$ cat config.mk
export PLATFORM = sky130hd
export DESIGN_NAME = urs_register_select_map
export DESIGN_NICKNAME = d
export VERILOG_FILES = /design/src/rtl/urs_register_select_map.v
export VERILOG_INCLUDE_DIRS = /design/src /design/src/rtl
export SDC_FILE = /design/constraint.sdc
export NUM_CORES = 1
export LEC_CHECK = 0
export ABC_CLOCK_PERIOD_IN_PS = 4300
export BUFFER_PORTS_ARGS = -buffer_cell sky130_fd_sc_hd__buf_2
export CAP_MARGIN = 15
export CORE_MARGIN = 2
export CORE_UTILIZATION = 52
export CTS_CLUSTER_DIAMETER = 150
export DETAILED_ROUTE_END_ITERATION = 10
export PLACE_DENSITY = 0.78
export REMOVE_ABC_BUFFERS = 1
export SLEW_MARGIN = 30
export SYNTH_ARGS = -nofsm -noshare
export SYNTH_HDL_FRONTEND = slang
export SYNTH_SLANG_ARGS = --single-unit
export TNS_END_PERCENT = 50
$ cat constraint.sdc
create_clock -name clk_in -period 4.3 [get_ports clk_in]
set_input_delay 0.215 -clock clk_in [delete_from_list [all_inputs] [get_ports clk_in]]
set_output_delay 0.215 -clock clk_in [all_outputs]
set_load 0.03 [all_outputs]
$ cat src/rtl/urs_consts.vh
`ifndef URS_CONSTS_VH
`define URS_CONSTS_VH
// register locations on the three address lines
`define URS_LOC_DATA 3'h0
`define URS_LOC_IEN 3'h1
`define URS_LOC_FIFO 3'h2
`define URS_LOC_LINE 3'h3
`define URS_LOC_MODEM 3'h4
`define URS_LOC_LSTAT 3'h5
`define URS_LOC_MSTAT 3'h6
`define URS_LOC_SCR 3'h7
// gating values and field positions
`define URS_LCR_ENH_KEY 8'hbf
`define URS_LCR_DIV_BIT 7
`define URS_EFR_ENH_BIT 4
`define URS_MCR_LVL_BIT 6
`define URS_MCR_LOOP_BIT 4
`define URS_MCR_RDY_BIT 2
// enhanced-only bits masks
`define URS_IER_ENH_MASK 8'hf0
`define URS_FCR_ENH_MASK 8'h30
`define URS_MCR_ENH_MASK 8'he0
// fifo ready view: bits 7:6 and 3:2 always read as zero
`define URS_RDY_MASK 8'h33
// reset value of all stored bytes (none documented)
`define URS_RESET_BYTE 8'h00
// strobe synchroniser depth
`define URS_SYNC_STAGES 2
`endif

$ cat src/rtl/urs_register_select_map.v
`include "urs_consts.vh"

module urs_register_select_map (
    input wire clk_in,
    input wire nrst_in,
    input wire [2:0] addr_in,
    input wire channel_a_select_n_in,
    input wire channel_b_select_n_in,
    input wire rd_n_in,
    input wire wr_n_in,
    input wire [7:0] wdata_in,
    input wire [7:0] rx_byte_in,
    input wire [7:0] ident_in,
    input wire [7:0] line_state_in,
    input wire [7:0] modem_state_in,
    input wire [7:0] fifo_ready_in,
    output reg [7:0] rdata_out,
    output reg rdata_oe_out,
    output reg rx_pop_out,
    output reg tx_push_out,
    output reg [7:0] tx_byte_out,
    output reg fifo_ctrl_wr_out,
    output reg [7:0] fifo_control_out,
    output reg [7:0] interrupt_enables_out,
    output reg [7:0] line_format_control_out,
    output reg [7:0] modem_control_out,
    output reg [15:0] baud_divisor_out,
    output reg [7:0] enhanced_features_out,
    output reg [7:0] resume_char_one_out,
    output reg [7:0] resume_char_two_out,
    output reg [7:0] pause_char_one_out,
    output reg [7:0] pause_char_two_out,
    output reg [7:0] flow_halt_resume_levels_out,
    output reg [7:0] fifo_threshold_levels_out
);

    // decoded register targets
    localparam SEL_NONE = 4'h0;
    localparam SEL_DATA = 4'h1;
    localparam SEL_IEN = 4'h2;
    localparam SEL_FIFO = 4'h3;
    localparam SEL_LINE = 4'h4;
    localparam SEL_MODEM = 4'h5;
    localparam SEL_LSTAT = 4'h6;
    localparam SEL_MSTAT = 4'h7;
    localparam SEL_SCR = 4'h8;
    localparam SEL_DLL = 4'h9;
    localparam SEL_DLH = 4'ha;
    localparam SEL_EFR = 4'hb;
    localparam SEL_RESUME_CHAR_ONE = 4'hc;
    localparam SEL_RESUME_CHAR_TWO = 4'hd;
    localparam SEL_PAUSE_CHAR_ONE = 4'he;
    localparam SEL_PAUSE_CHAR_TWO = 4'hf;
    localparam SEL_TCR = 5'h10;
    localparam SEL_TLR = 5'h11;
    localparam SEL_RDY = 5'h12;

    // host pins are asynchronous: two flops before any logic
    reg [2:0] addr_s1_ff;
    reg [2:0] addr_s2_ff;
    reg csa_s1_ff;
    reg csa_s2_ff;
    reg csb_s1_ff;
    reg csb_s2_ff;
    reg rd_s1_ff;
    reg rd_s2_ff;
    reg wr_s1_ff;
    reg wr_s2_ff;
    reg [7:0] wd_s1_ff;
    reg [7:0] wd_s2_ff;
    reg rd_dly_ff;
    reg wr_dly_ff;
    reg [7:0] scratch_ff;

    wire any_sel = ~csa_s2_ff | ~csb_s2_ff;
    wire both_sel = ~csa_s2_ff & ~csb_s2_ff;
    wire rd_act = ~rd_s2_ff & any_sel;
    wire wr_act = ~wr_s2_ff & any_sel;
    // one access per strobe: act on the leading edge only
    wire rd_start = rd_act & ~rd_dly_ff;
    wire wr_start = wr_act & ~wr_dly_ff;

    wire lvl_en = enhanced_features_out[`URS_EFR_ENH_BIT] &
        modem_control_out[`URS_MCR_LVL_BIT];
    wire rdy_en = both_sel & modem_control_out[`URS_MCR_RDY_BIT] &
        ~modem_control_out[`URS_MCR_LOOP_BIT];
    wire enh_on = enhanced_features_out[`URS_EFR_ENH_BIT];

    // address decode shared by read and write paths
    function [4:0] decode;
        input [2:0] loc;
        input is_rd;
        input [7:0] line_format_control;
        input lvl;
        input rdy;
        begin
            decode = {1'b0, SEL_NONE};
            if (line_format_control == `URS_LCR_ENH_KEY)
            begin
                case (loc)
                    `URS_LOC_DATA: decode = {1'b0, SEL_DLL};
                    `URS_LOC_IEN: decode = {1'b0, SEL_DLH};
                    `URS_LOC_FIFO: decode = {1'b0, SEL_EFR};
                    `URS_LOC_LINE: decode = {1'b0, SEL_LINE};
                    `URS_LOC_MODEM: decode = {1'b0, SEL_RESUME_CHAR_ONE};
                    `URS_LOC_LSTAT: decode = {1'b0, SEL_RESUME_CHAR_TWO};
                    `URS_LOC_MSTAT: decode = {1'b0, SEL_PAUSE_CHAR_ONE};
                    default: decode = {1'b0, SEL_PAUSE_CHAR_TWO};
                endcase
            end
            else if (lvl && loc == `URS_LOC_MSTAT)
                decode = SEL_TCR;
            else if (lvl && loc == `URS_LOC_SCR)
                decode = SEL_TLR;
            else if (is_rd && rdy && loc == `URS_LOC_SCR)
                decode = SEL_RDY;
            else if (line_format_control[`URS_LCR_DIV_BIT] && loc == `URS_LOC_DATA)
                decode = {1'b0, SEL_DLL};
            else if (line_format_control[`URS_LCR_DIV_BIT] && loc == `URS_LOC_IEN)
                decode = {1'b0, SEL_DLH};
            else
            begin
                case (loc)
                    `URS_LOC_DATA: decode = {1'b0, SEL_DATA};
                    `URS_LOC_IEN: decode = {1'b0, SEL_IEN};
                    `URS_LOC_FIFO: decode = {1'b0, SEL_FIFO};
                    `URS_LOC_LINE: decode = {1'b0, SEL_LINE};
                    `URS_LOC_MODEM: decode = {1'b0, SEL_MODEM};
                    `URS_LOC_LSTAT: decode = {1'b0, SEL_LSTAT};
                    `URS_LOC_MSTAT: decode = {1'b0, SEL_MSTAT};
                    default: decode = {1'b0, SEL_SCR};
                endcase
            end
        end
    endfunction

    // keep protected bits unless enhanced mode allows the write
    function [7:0] guard;
        input [7:0] old;
        input [7:0] nw;
        input [7:0] mask;
        input en;
        begin
            guard = en ? nw : ((old & mask) | (nw & ~mask));
        end
    endfunction

    wire [4:0] rsel = decode(addr_s2_ff, 1'b1, line_format_control_out,
        lvl_en, rdy_en);
    wire [4:0] wsel = decode(addr_s2_ff, 1'b0, line_format_control_out,
        lvl_en, rdy_en);

    reg [7:0] nxt_rdata;
    always @*
    begin
        case (rsel)
            {1'b0, SEL_DATA}: nxt_rdata = rx_byte_in;
            {1'b0, SEL_IEN}: nxt_rdata = interrupt_enables_out;
            {1'b0, SEL_FIFO}: nxt_rdata = ident_in;
            {1'b0, SEL_LINE}: nxt_rdata = line_format_control_out;
            {1'b0, SEL_MODEM}: nxt_rdata = modem_control_out;
            {1'b0, SEL_LSTAT}: nxt_rdata = line_state_in;
            {1'b0, SEL_MSTAT}: nxt_rdata = modem_state_in;
            {1'b0, SEL_SCR}: nxt_rdata = scratch_ff;
            {1'b0, SEL_DLL}: nxt_rdata = baud_divisor_out[7:0];
            {1'b0, SEL_DLH}: nxt_rdata = baud_divisor_out[15:8];
            {1'b0, SEL_EFR}: nxt_rdata = enhanced_features_out;
            {1'b0, SEL_RESUME_CHAR_ONE}: nxt_rdata = resume_char_one_out;
            {1'b0, SEL_RESUME_CHAR_TWO}: nxt_rdata = resume_char_two_out;
            {1'b0, SEL_PAUSE_CHAR_ONE}: nxt_rdata = pause_char_one_out;
            {1'b0, SEL_PAUSE_CHAR_TWO}: nxt_rdata = pause_char_two_out;
            SEL_TCR: nxt_rdata = flow_halt_resume_levels_out;
            SEL_TLR: nxt_rdata = fifo_threshold_levels_out;
            SEL_RDY: nxt_rdata = fifo_ready_in & `URS_RDY_MASK;
            default: nxt_rdata = 8'h00;
        endcase
    end

    always @(posedge clk_in or negedge nrst_in)
    begin
        if (!nrst_in)
        begin
            addr_s1_ff <= 3'h0;
            addr_s2_ff <= 3'h0;
            csa_s1_ff <= 1'b1;
            csa_s2_ff <= 1'b1;
            csb_s1_ff <= 1'b1;
            csb_s2_ff <= 1'b1;
            rd_s1_ff <= 1'b1;
            rd_s2_ff <= 1'b1;
            wr_s1_ff <= 1'b1;
            wr_s2_ff <= 1'b1;
            wd_s1_ff <= 8'h00;
            wd_s2_ff <= 8'h00;
        end
        else
        begin
            addr_s1_ff <= addr_in;
            addr_s2_ff <= addr_s1_ff;
            csa_s1_ff <= channel_a_select_n_in;
            csa_s2_ff <= csa_s1_ff;
            csb_s1_ff <= channel_b_select_n_in;
            csb_s2_ff <= csb_s1_ff;
            rd_s1_ff <= rd_n_in;
            rd_s2_ff <= rd_s1_ff;
            wr_s1_ff <= wr_n_in;
            wr_s2_ff <= wr_s1_ff;
            wd_s1_ff <= wdata_in;
            wd_s2_ff <= wd_s1_ff;
        end
    end

    // one write enable per storage target
    wire wr_tx = wr_start && wsel == {1'b0, SEL_DATA};
    wire wr_ien = wr_start && wsel == {1'b0, SEL_IEN};
    wire wr_fcr = wr_start && wsel == {1'b0, SEL_FIFO};
    wire wr_lcr = wr_start && wsel == {1'b0, SEL_LINE};
    wire wr_mcr = wr_start && wsel == {1'b0, SEL_MODEM};
    wire wr_scr = wr_start && wsel == {1'b0, SEL_SCR};
    wire wr_dll = wr_start && wsel == {1'b0, SEL_DLL};
    wire wr_dlh = wr_start && wsel == {1'b0, SEL_DLH};
    wire wr_efr = wr_start && wsel == {1'b0, SEL_EFR};
    wire wr_resume_char_one = wr_start && wsel == {1'b0, SEL_RESUME_CHAR_ONE};
    wire wr_resume_char_two = wr_start && wsel == {1'b0, SEL_RESUME_CHAR_TWO};
    wire wr_pause_char_one = wr_start && wsel == {1'b0, SEL_PAUSE_CHAR_ONE};
    wire wr_pause_char_two = wr_start && wsel == {1'b0, SEL_PAUSE_CHAR_TWO};
    wire wr_tcr = wr_start && wsel == SEL_TCR;
    wire wr_tlr = wr_start && wsel == SEL_TLR;
    // status locations get no enable: writes change nothing; a write at the fifo ready location lands in scratch

    // read path: one pop per strobe, so a long strobe never drains two bytes
    always @(posedge clk_in or negedge nrst_in)
    begin
        if (!nrst_in)
        begin
            rd_dly_ff <= 1'b0;
            rdata_out <= 8'h00;
            rdata_oe_out <= 1'b0;
            rx_pop_out <= 1'b0;
        end
        else
        begin
            rd_dly_ff <= rd_act;
            // enable trails the pin strobe by the two synchroniser flops plus its own register
            rdata_oe_out <= rd_act;
            if (rd_start)
                rdata_out <= nxt_rdata;
            rx_pop_out <= rd_start && rsel == {1'b0, SEL_DATA};
        end
    end

    // pulses and the write-only bytes towards the engine
    always @(posedge clk_in or negedge nrst_in)
    begin
        if (!nrst_in)
        begin
            wr_dly_ff <= 1'b0;
            tx_push_out <= 1'b0;
            tx_byte_out <= `URS_RESET_BYTE;
            fifo_ctrl_wr_out <= 1'b0;
            fifo_control_out <= `URS_RESET_BYTE;
        end
        else
        begin
            wr_dly_ff <= wr_act;
            tx_push_out <= wr_tx;
            fifo_ctrl_wr_out <= wr_fcr;
            if (wr_tx)
                tx_byte_out <= wd_s2_ff;
            if (wr_fcr)
                fifo_control_out <= guard(fifo_control_out, wd_s2_ff,
                    `URS_FCR_ENH_MASK, enh_on);
        end
    end

    // host-visible storage
    always @(posedge clk_in or negedge nrst_in)
    begin
        if (!nrst_in)
        begin
            // no reset value is documented: everything clears to zero
            interrupt_enables_out <= `URS_RESET_BYTE;
            line_format_control_out <= `URS_RESET_BYTE;
            modem_control_out <= `URS_RESET_BYTE;
            baud_divisor_out <= 16'h0000;
            enhanced_features_out <= `URS_RESET_BYTE;
            resume_char_one_out <= `URS_RESET_BYTE;
            resume_char_two_out <= `URS_RESET_BYTE;
            pause_char_one_out <= `URS_RESET_BYTE;
            pause_char_two_out <= `URS_RESET_BYTE;
            flow_halt_resume_levels_out <= `URS_RESET_BYTE;
            fifo_threshold_levels_out <= `URS_RESET_BYTE;
            scratch_ff <= `URS_RESET_BYTE;
        end
        else
        begin
            // protected bits keep their value while enhanced mode is off
            if (wr_ien)
                interrupt_enables_out <= guard(interrupt_enables_out,
                    wd_s2_ff, `URS_IER_ENH_MASK, enh_on);
            if (wr_lcr)
                line_format_control_out <= wd_s2_ff;
            if (wr_mcr)
                modem_control_out <= guard(modem_control_out, wd_s2_ff,
                    `URS_MCR_ENH_MASK, enh_on);
            if (wr_scr)
                scratch_ff <= wd_s2_ff;
            if (wr_dll)
                baud_divisor_out[7:0] <= wd_s2_ff;
            if (wr_dlh)
                baud_divisor_out[15:8] <= wd_s2_ff;
            if (wr_efr)
                enhanced_features_out <= wd_s2_ff;
            if (wr_resume_char_one)
                resume_char_one_out <= wd_s2_ff;
            if (wr_resume_char_two)
                resume_char_two_out <= wd_s2_ff;
            if (wr_pause_char_one)
                pause_char_one_out <= wd_s2_ff;
            if (wr_pause_char_two)
                pause_char_two_out <= wd_s2_ff;
            if (wr_tcr)
                flow_halt_resume_levels_out <= wd_s2_ff;
            if (wr_tlr)
                fifo_threshold_levels_out <= wd_s2_ff;
        end
    end

endmodule // urs_register_select_map

Word-level counts from Yosys, hierarchy flattened
Index checks and enable logic that the tools add are counted.
Widths: inputs -> output; s select.
- register bits after elaboration: 163
- latch bits: 0
- memory bits (writable): 0
- memory bits (read-only): 0
- input port bits: 57
- output and inout bits: 124
- logic and storage cells: 130
- memories kept: 0
- $add $sub $neg: 0
- multipliers: 0
- divide/modulo/power cells: 0
- magnitude comparators: 0
- equality and inequality tests: 41
- shift operators: 0
- muxes and demuxes: 15
- bitwise operators: 19
- reductions and logical operators: 22
- operators with widths (kind ; number):
    $pmux 8 s18 ; 1
    $eq 5x4->1 const B ; 16
    $pmux 4 s7 ; 2
    $mux 5 ; 7
    $eq 5x3->1 const B ; 6
    $eq 5x5->1 const B ; 5
    $mux 8 ; 3
    $logic_and 1x1->1 ; 21
    $eq 5x2->1 const B ; 4
    $eq 3x3->1 const B ; 4
    $eq 5x1->1 const B ; 2
    $and 1x1->1 ; 8
    $eq 8x8->1 const B ; 1
    $mux 4 ; 2
    $or 6x8->8 ; 1
    $or 8x4->8 ; 1
    $or 8x5->8 ; 1
    $not 1->1 ; 7
    $eq 3x2->1 const B ; 2
    $eq 3x1->1 const B ; 1
    $logic_not 3->1 ; 1
    $or 1x1->1 ; 1

Depth between registers and ports, before layout
- word-level depth: 11
- gate-level depth with buffers: 13
- mapped depth without buffers: 9

Least setup slack after synthesis
Ideal clock, no wire load.
- path kind: reg2reg
- start: reg addr_s2_ff[0]
- end: reg rdata_out[2]
- setup time: 127 ps
- arrival: 3155 ps
- required time: 4173 ps
- slack: 1018 ps
- cell stages (with the launch flop): 13
- path buffers: 4
- clock period less this slack: 3282 ps
- cell sequence: dfrtp_1 > clkbuf_1 > clkbuf_1 > inv_1 > ha_1 > clkbuf_1 > buf_1 > mux2i_1 > nor2_1 > a221o_1 > a2111oi_0 > o211a_1 > a31oi_1
- longest elaborated chain between the ends: 10
- elaborated cells between the ends (all ways): 40
- classes of those cells: 25 x eq/ne; 9 x mux; 6 x reduce/logical
- RTL lines (element ; RTL line ; source):
    start: declaration ; urs_register_select_map.v:60 ; reg [2:0] addr_s2_ff;
    start signal: assignment ; urs_register_select_map.v:199 ; addr_s2_ff <= addr_s1_ff;
    $eq 3x3->1, or another cell as far along ; urs_register_select_map.v:100, urs_register_select_map.v:123 ;
    $pmux 4 s7 / $logic_and 1x1->1 (equally long branches) ; n/a ;
    $mux 4 ; urs_register_select_map.v:119 ; else if (line_format_control[`URS_LCR_DIV_BIT] && loc == `URS_LOC_IEN)
    $mux 4 ; urs_register_select_map.v:117 ; else if (line_format_control[`URS_LCR_DIV_BIT] && loc == `URS_LOC_DATA)
    $mux 5 ; urs_register_select_map.v:115 ; else if (is_rd && rdy && loc == `URS_LOC_SCR)
    $mux 5 ; urs_register_select_map.v:113 ; else if (lvl && loc == `URS_LOC_SCR)
    $mux 5 ; urs_register_select_map.v:111 ; else if (lvl && loc == `URS_LOC_MSTAT)
    $mux 5 * ; urs_register_select_map.v:98 ; if (line_format_control == `URS_LCR_ENH_KEY)
    $eq 5x5->1, or another cell as far along ; urs_register_select_map.v:156 ; case (rsel)
    $pmux 8 s18 * ; urs_register_select_map.v:156 ;
    end signal: assignment ; urs_register_select_map.v:247 ; rdata_out <= nxt_rdata;
    end: declaration ; urs_register_select_map.v:17 ; output reg [7:0] rdata_out,
Every way passes the cells marked *; elsewhere a longest branch is shown, timed or not.
A chain may end at the register's enable or synchronous reset.

Worst setup path in the final report
- start: reg addr_s2_ff[1]
- end: reg fifo_control_out[5]
- longest elaborated chain between the ends: 9
- elaborated cells between the ends (all ways): 21
- classes of those cells: 8 x eq/ne; 7 x mux; 6 x reduce/logical
- RTL lines (element ; RTL line ; source):
    $eq 3x3->1, or another cell as far along ; urs_register_select_map.v:100, urs_register_select_map.v:123 ;
    $pmux 4 s7 / $logic_and 1x1->1 (equally long branches) ; n/a ;
    $mux 4 ; urs_register_select_map.v:119 ;
    $mux 4 ; urs_register_select_map.v:117 ;
    $mux 5 ; urs_register_select_map.v:113 ;
    $mux 5 ; urs_register_select_map.v:111 ;
    $mux 5 * ; urs_register_select_map.v:98 ;
    $eq 5x2->1 * ; urs_register_select_map.v:216 ; wire wr_fcr = wr_start && wsel == {1'b0, SEL_FIFO};
    $logic_and 1x1->1 * ; urs_register_select_map.v:216 ;
    named net wr_fcr ; urs_register_select_map.v:216 ;
    end signal: assignment ; urs_register_select_map.v:261 ; fifo_control_out <= `URS_RESET_BYTE;
    end signal: assignment ; urs_register_select_map.v:271 ; fifo_control_out <= guard(fifo_control_out, wd_s2_ff,
    end: declaration ; urs_register_select_map.v:23 ; output reg [7:0] fifo_control_out,
Mark *: on every way through the listed nets, which the timed path passes. The rest lies on a longest branch.

==> flow_metrics.py <==
metrics = {
    "placement": {
        "dpl.hpwl_um": 16600,
        "dpl-instance-area_um2": 8530,
        "placement.io_buffers": 176,
        "place_congestion": 0.919,
        "place_ws_ns": 1.15,
    },
    "clock_network": {
        "cts_root_buffer": "clkbuf_16",
        "tritoncts": "done",
        "clk_pin_slew_worst_paths_ns": 0.06,
        "numCtsBuffers": 17,
        "cts.path.max_buffers": 2,
        "htree_levels": 4,
        "clkLatencyLatePin_ns": 0.42,
        "numClockSinks": 163,
        "cts_resized": 0,
    },
    "worst_setup_path": {
        "crit_family": "simple AND/OR/NAND/NOR gates",
        "critical-path-max-stage-delay_ns": 0.77,
        "path_max_fanout": 13,
        "worstSetupEndpointType": "flop",
        "slowest_stage": "dfrtp_1",
        "crit_top_cell": "buf_4",
        "critPathArrivalTime_ns": 3.55,
        "critPathBufInv": 2,
        "crit_path_cell_trace": "buf_4 > nor2b_1 > a21oi_1 > o31a_1 > buf_4 > nor3_4 > nand2_2 > mux2_1",
        "worst_setup_path_start_kind": "flop",
        "worst_ep_required_time_ns": 4.60,
        "worst-setup-path-type": "reg2reg",
    },
    "yosys": {
        "syn_area_per_cell_um2": 12.9,
        "ys_seq_area_frac": 0.552,
        "synth_area_um2": 7400,
        "synth_edf_count": 0,
        "async_flop_share": 1.00,
        "netlist_instances": 574,
        "ys_types": 75,
        "ys.flop_type": "dfrtp_1",
        "yosysWarnings": 0,
        "synth-seq-cells": 163,
    },
    "floorplan": {
        "dieArea_um2": 15200,
        "rows": 43,
        "die_h_um": 123,
        "fp.dieW_um": 123,
        "start_util": 0.533,
        "core_region_area_um2": 13900,
        "boundaryPins": 181,
    },
    "timing": {
        "worst_slew_pin_slew_ns": 0.862,
        "rsz0062_at_grt": "false",
        "relSlewSlack": 0.425,
        "period_needed_ns": 3.25,
        "fmax_ghz": 0.308,
        "finalMaxSlewViolations": 0,
        "fin_setup_tns_ns": 0,
        "finClkSkew_ns": 0.00859,
        "fin_crit_sh": 0.755,
        "fin_ws_ns": 1.05,
        "setup-violations-final": 0,
        "hold_viol": 0,
    },
    "layout": {
        "multi_input_area_um2": 3180,
        "syn2layout_area_growth_pct": 25.1,
        "layout.nets": 832,
        "n_antenna_cell": 0,
        "drive_above_1_share": 0.464,
        "regArea_um2": 4090,
        "fillers": 1079,
        "fin_area_um2": 9260,
    },
    "grt": {
        "grt_overflow": 0,
        "grt_max_degree": 62,
        "grt_pass1_vias": 6011,
        "antenna_found_initial": 0,
        "grtUsageTotal": 0.322,
        "grt_pass1_wl_um": 35300,
    },
    "route": {
        "wl_per_cell_um": 24.6,
        "drt_iter0_drc": 525,
        "first_pass_iters": 5,
        "vias": 6019,
        "wl_um": 23800,
        "drcViolationCount": 0,
        "drtAntennaViolNets": 0,
        "via_per_inst": 6.24,
    },
    "pwr": {
        "finalPower_uw": 4210,
        "p_leak_uw": 0.00468,
        "vdd_drop_max_mv": 0.307,
        "powerDensity_nw_per_um2": 455,
    },
    "worst_hold_path": {
        "hp-class": "in2reg",
    },
    "flow_run": {
        "drv_cap": 0,
    },
    "run_status": {
        "status": "complete, no violations",
    },
}
-- Yosys cell counts, drive strengths merged, types with 5 or more instances --
library cell	count	share of area
a211oi	5	0.0068
a21oi	21	0.014
mux2	121	0.18
and3	9	0.0076
nor3	7	0.0078
clkbuf	24	0.012
dfrtp	155	0.52
dfstp	8	0.028
nand2	24	0.013
mux2i	20	0.027
a22oi	19	0.019
o22ai	6	0.0051
nand4	6	0.0051
o21ai	21	0.014
buf	8	0.0061
a22o	10	0.012
nor2	19	0.011
nand3	8	0.0061
nor2b	5	0.0042
-- sequential cells by signal, summed over array words and instances (netlist names), 3 cells and up --
signal and flops:
scratch_ff 8, wd_s1_ff 8, interrupt_enables_out 8, modem_control_out 8
enhanced_features_out 8, line_format_control_out 8, resume_char_two_out 8, pause_char_two_out 8
addr_s2_ff 3, fifo_threshold_levels_out 8, fifo_control_out 8, resume_char_one_out 8
flow_halt_resume_levels_out 8, rdata_out 8, tx_byte_out 8, baud_divisor_out 16
pause_char_one_out 8, wd_s2_ff 8, addr_s1_ff 3
-- layer usage --
layer	vias up	wire (µm)	GRT usage
met5	-	0	0
met3	50	1830	0.0669
met4	0	810	0.137
met2	291	11400	0.500
met1	3103	9710	0.440
li1	2575	-	-
-- metrics by stage --
step                hold WS (ns)  cells   util
CTS                       0.0488    964  0.667
global route              0.0653    964  0.667
finish                    0.0602    964  0.667
global placement           0.204    918  0.614
detailed placement         0.215    918  0.615
floorplan                -0.0806    542      -
-- logic make-up after synthesis --
logic type,after synthesis,synth area share
AOI/OAI and AO/OA,131,0.129
buffers and inverters,35,0.0198
muxes,143,0.217
xor gates and xnor gates,1,0.00118
DFF,163,0.552
adders and majority gates,2,0.00338
and+or+nand+nor,99,0.0766
-- layout by cell type, fill, tap and decap left out, types with 6 or more instances in the layout --
cell,count
a22oi_1,19
o21ai_0,20
mux2i_1,20
mux2_2,119
and3_1,9
dfstp_2,8
a22o_1,10
clkbuf_16,17
a21oi_1,21
nand3_1,7
nor2_1,18
o22ai_1,6
dfrtp_1,155
nand2_1,23
buf_2,175
dlygate4sd3_1,16
nand4_1,6
buf_4,20
-- cell type report --
| type | instances | area share |
|---|---|---|
| sequential | 163 | 0.442 |
| multi-input combinational | 376 | 0.343 |
| timing repair buffer | 212 | 0.129 |
| clock buffer | 23 | 0.0495 |
| tap | 180 | 0.0243 |
| clock inverter | 7 | 0.0111 |
| inverter | 3 | 0.00122 |
-- report_power, final --
group,internal [µW],switching [µW]
clock,869,582
sequential,1700,172
combinational,318,569
-- worst min-delay path, cell delays in order --
cell and delay, ns:
buf_2 0.10, nand2_1 0.05, a31oi_1 0.06
-- worst paths after layout --
path,start,endpoint,slack [ns],cells after the start
min reg2reg,wd_s1_ff[2]$_DFF_PN0_,wd_s2_ff[2]$_DFF_PN0_,0.35,0
max reg2reg,addr_s2_ff[1]$_DFF_PN0_,fifo_control_out[5]$_DFFE_PN0P_,1.05,8
min,line_state_in[2],rdata_out[2]$_DFFE_PN0P_,0.06,3
max,addr_s2_ff[1]$_DFF_PN0_,fifo_control_out[5]$_DFFE_PN0P_,1.05,8
max in group asynchronous,nrst_in,rdata_out[2]$_DFFE_PN0P_,2.86,3
min in group asynchronous,nrst_in,wd_s1_ff[2]$_DFF_PN0_,0.32,2
-- repair_timing --
item / CTS / global route
hold endpoints to repair: 74 / 0
hold buffers: 16 / 0
setup buffers: 0 / 0
(Power assumes the default switching activity.)
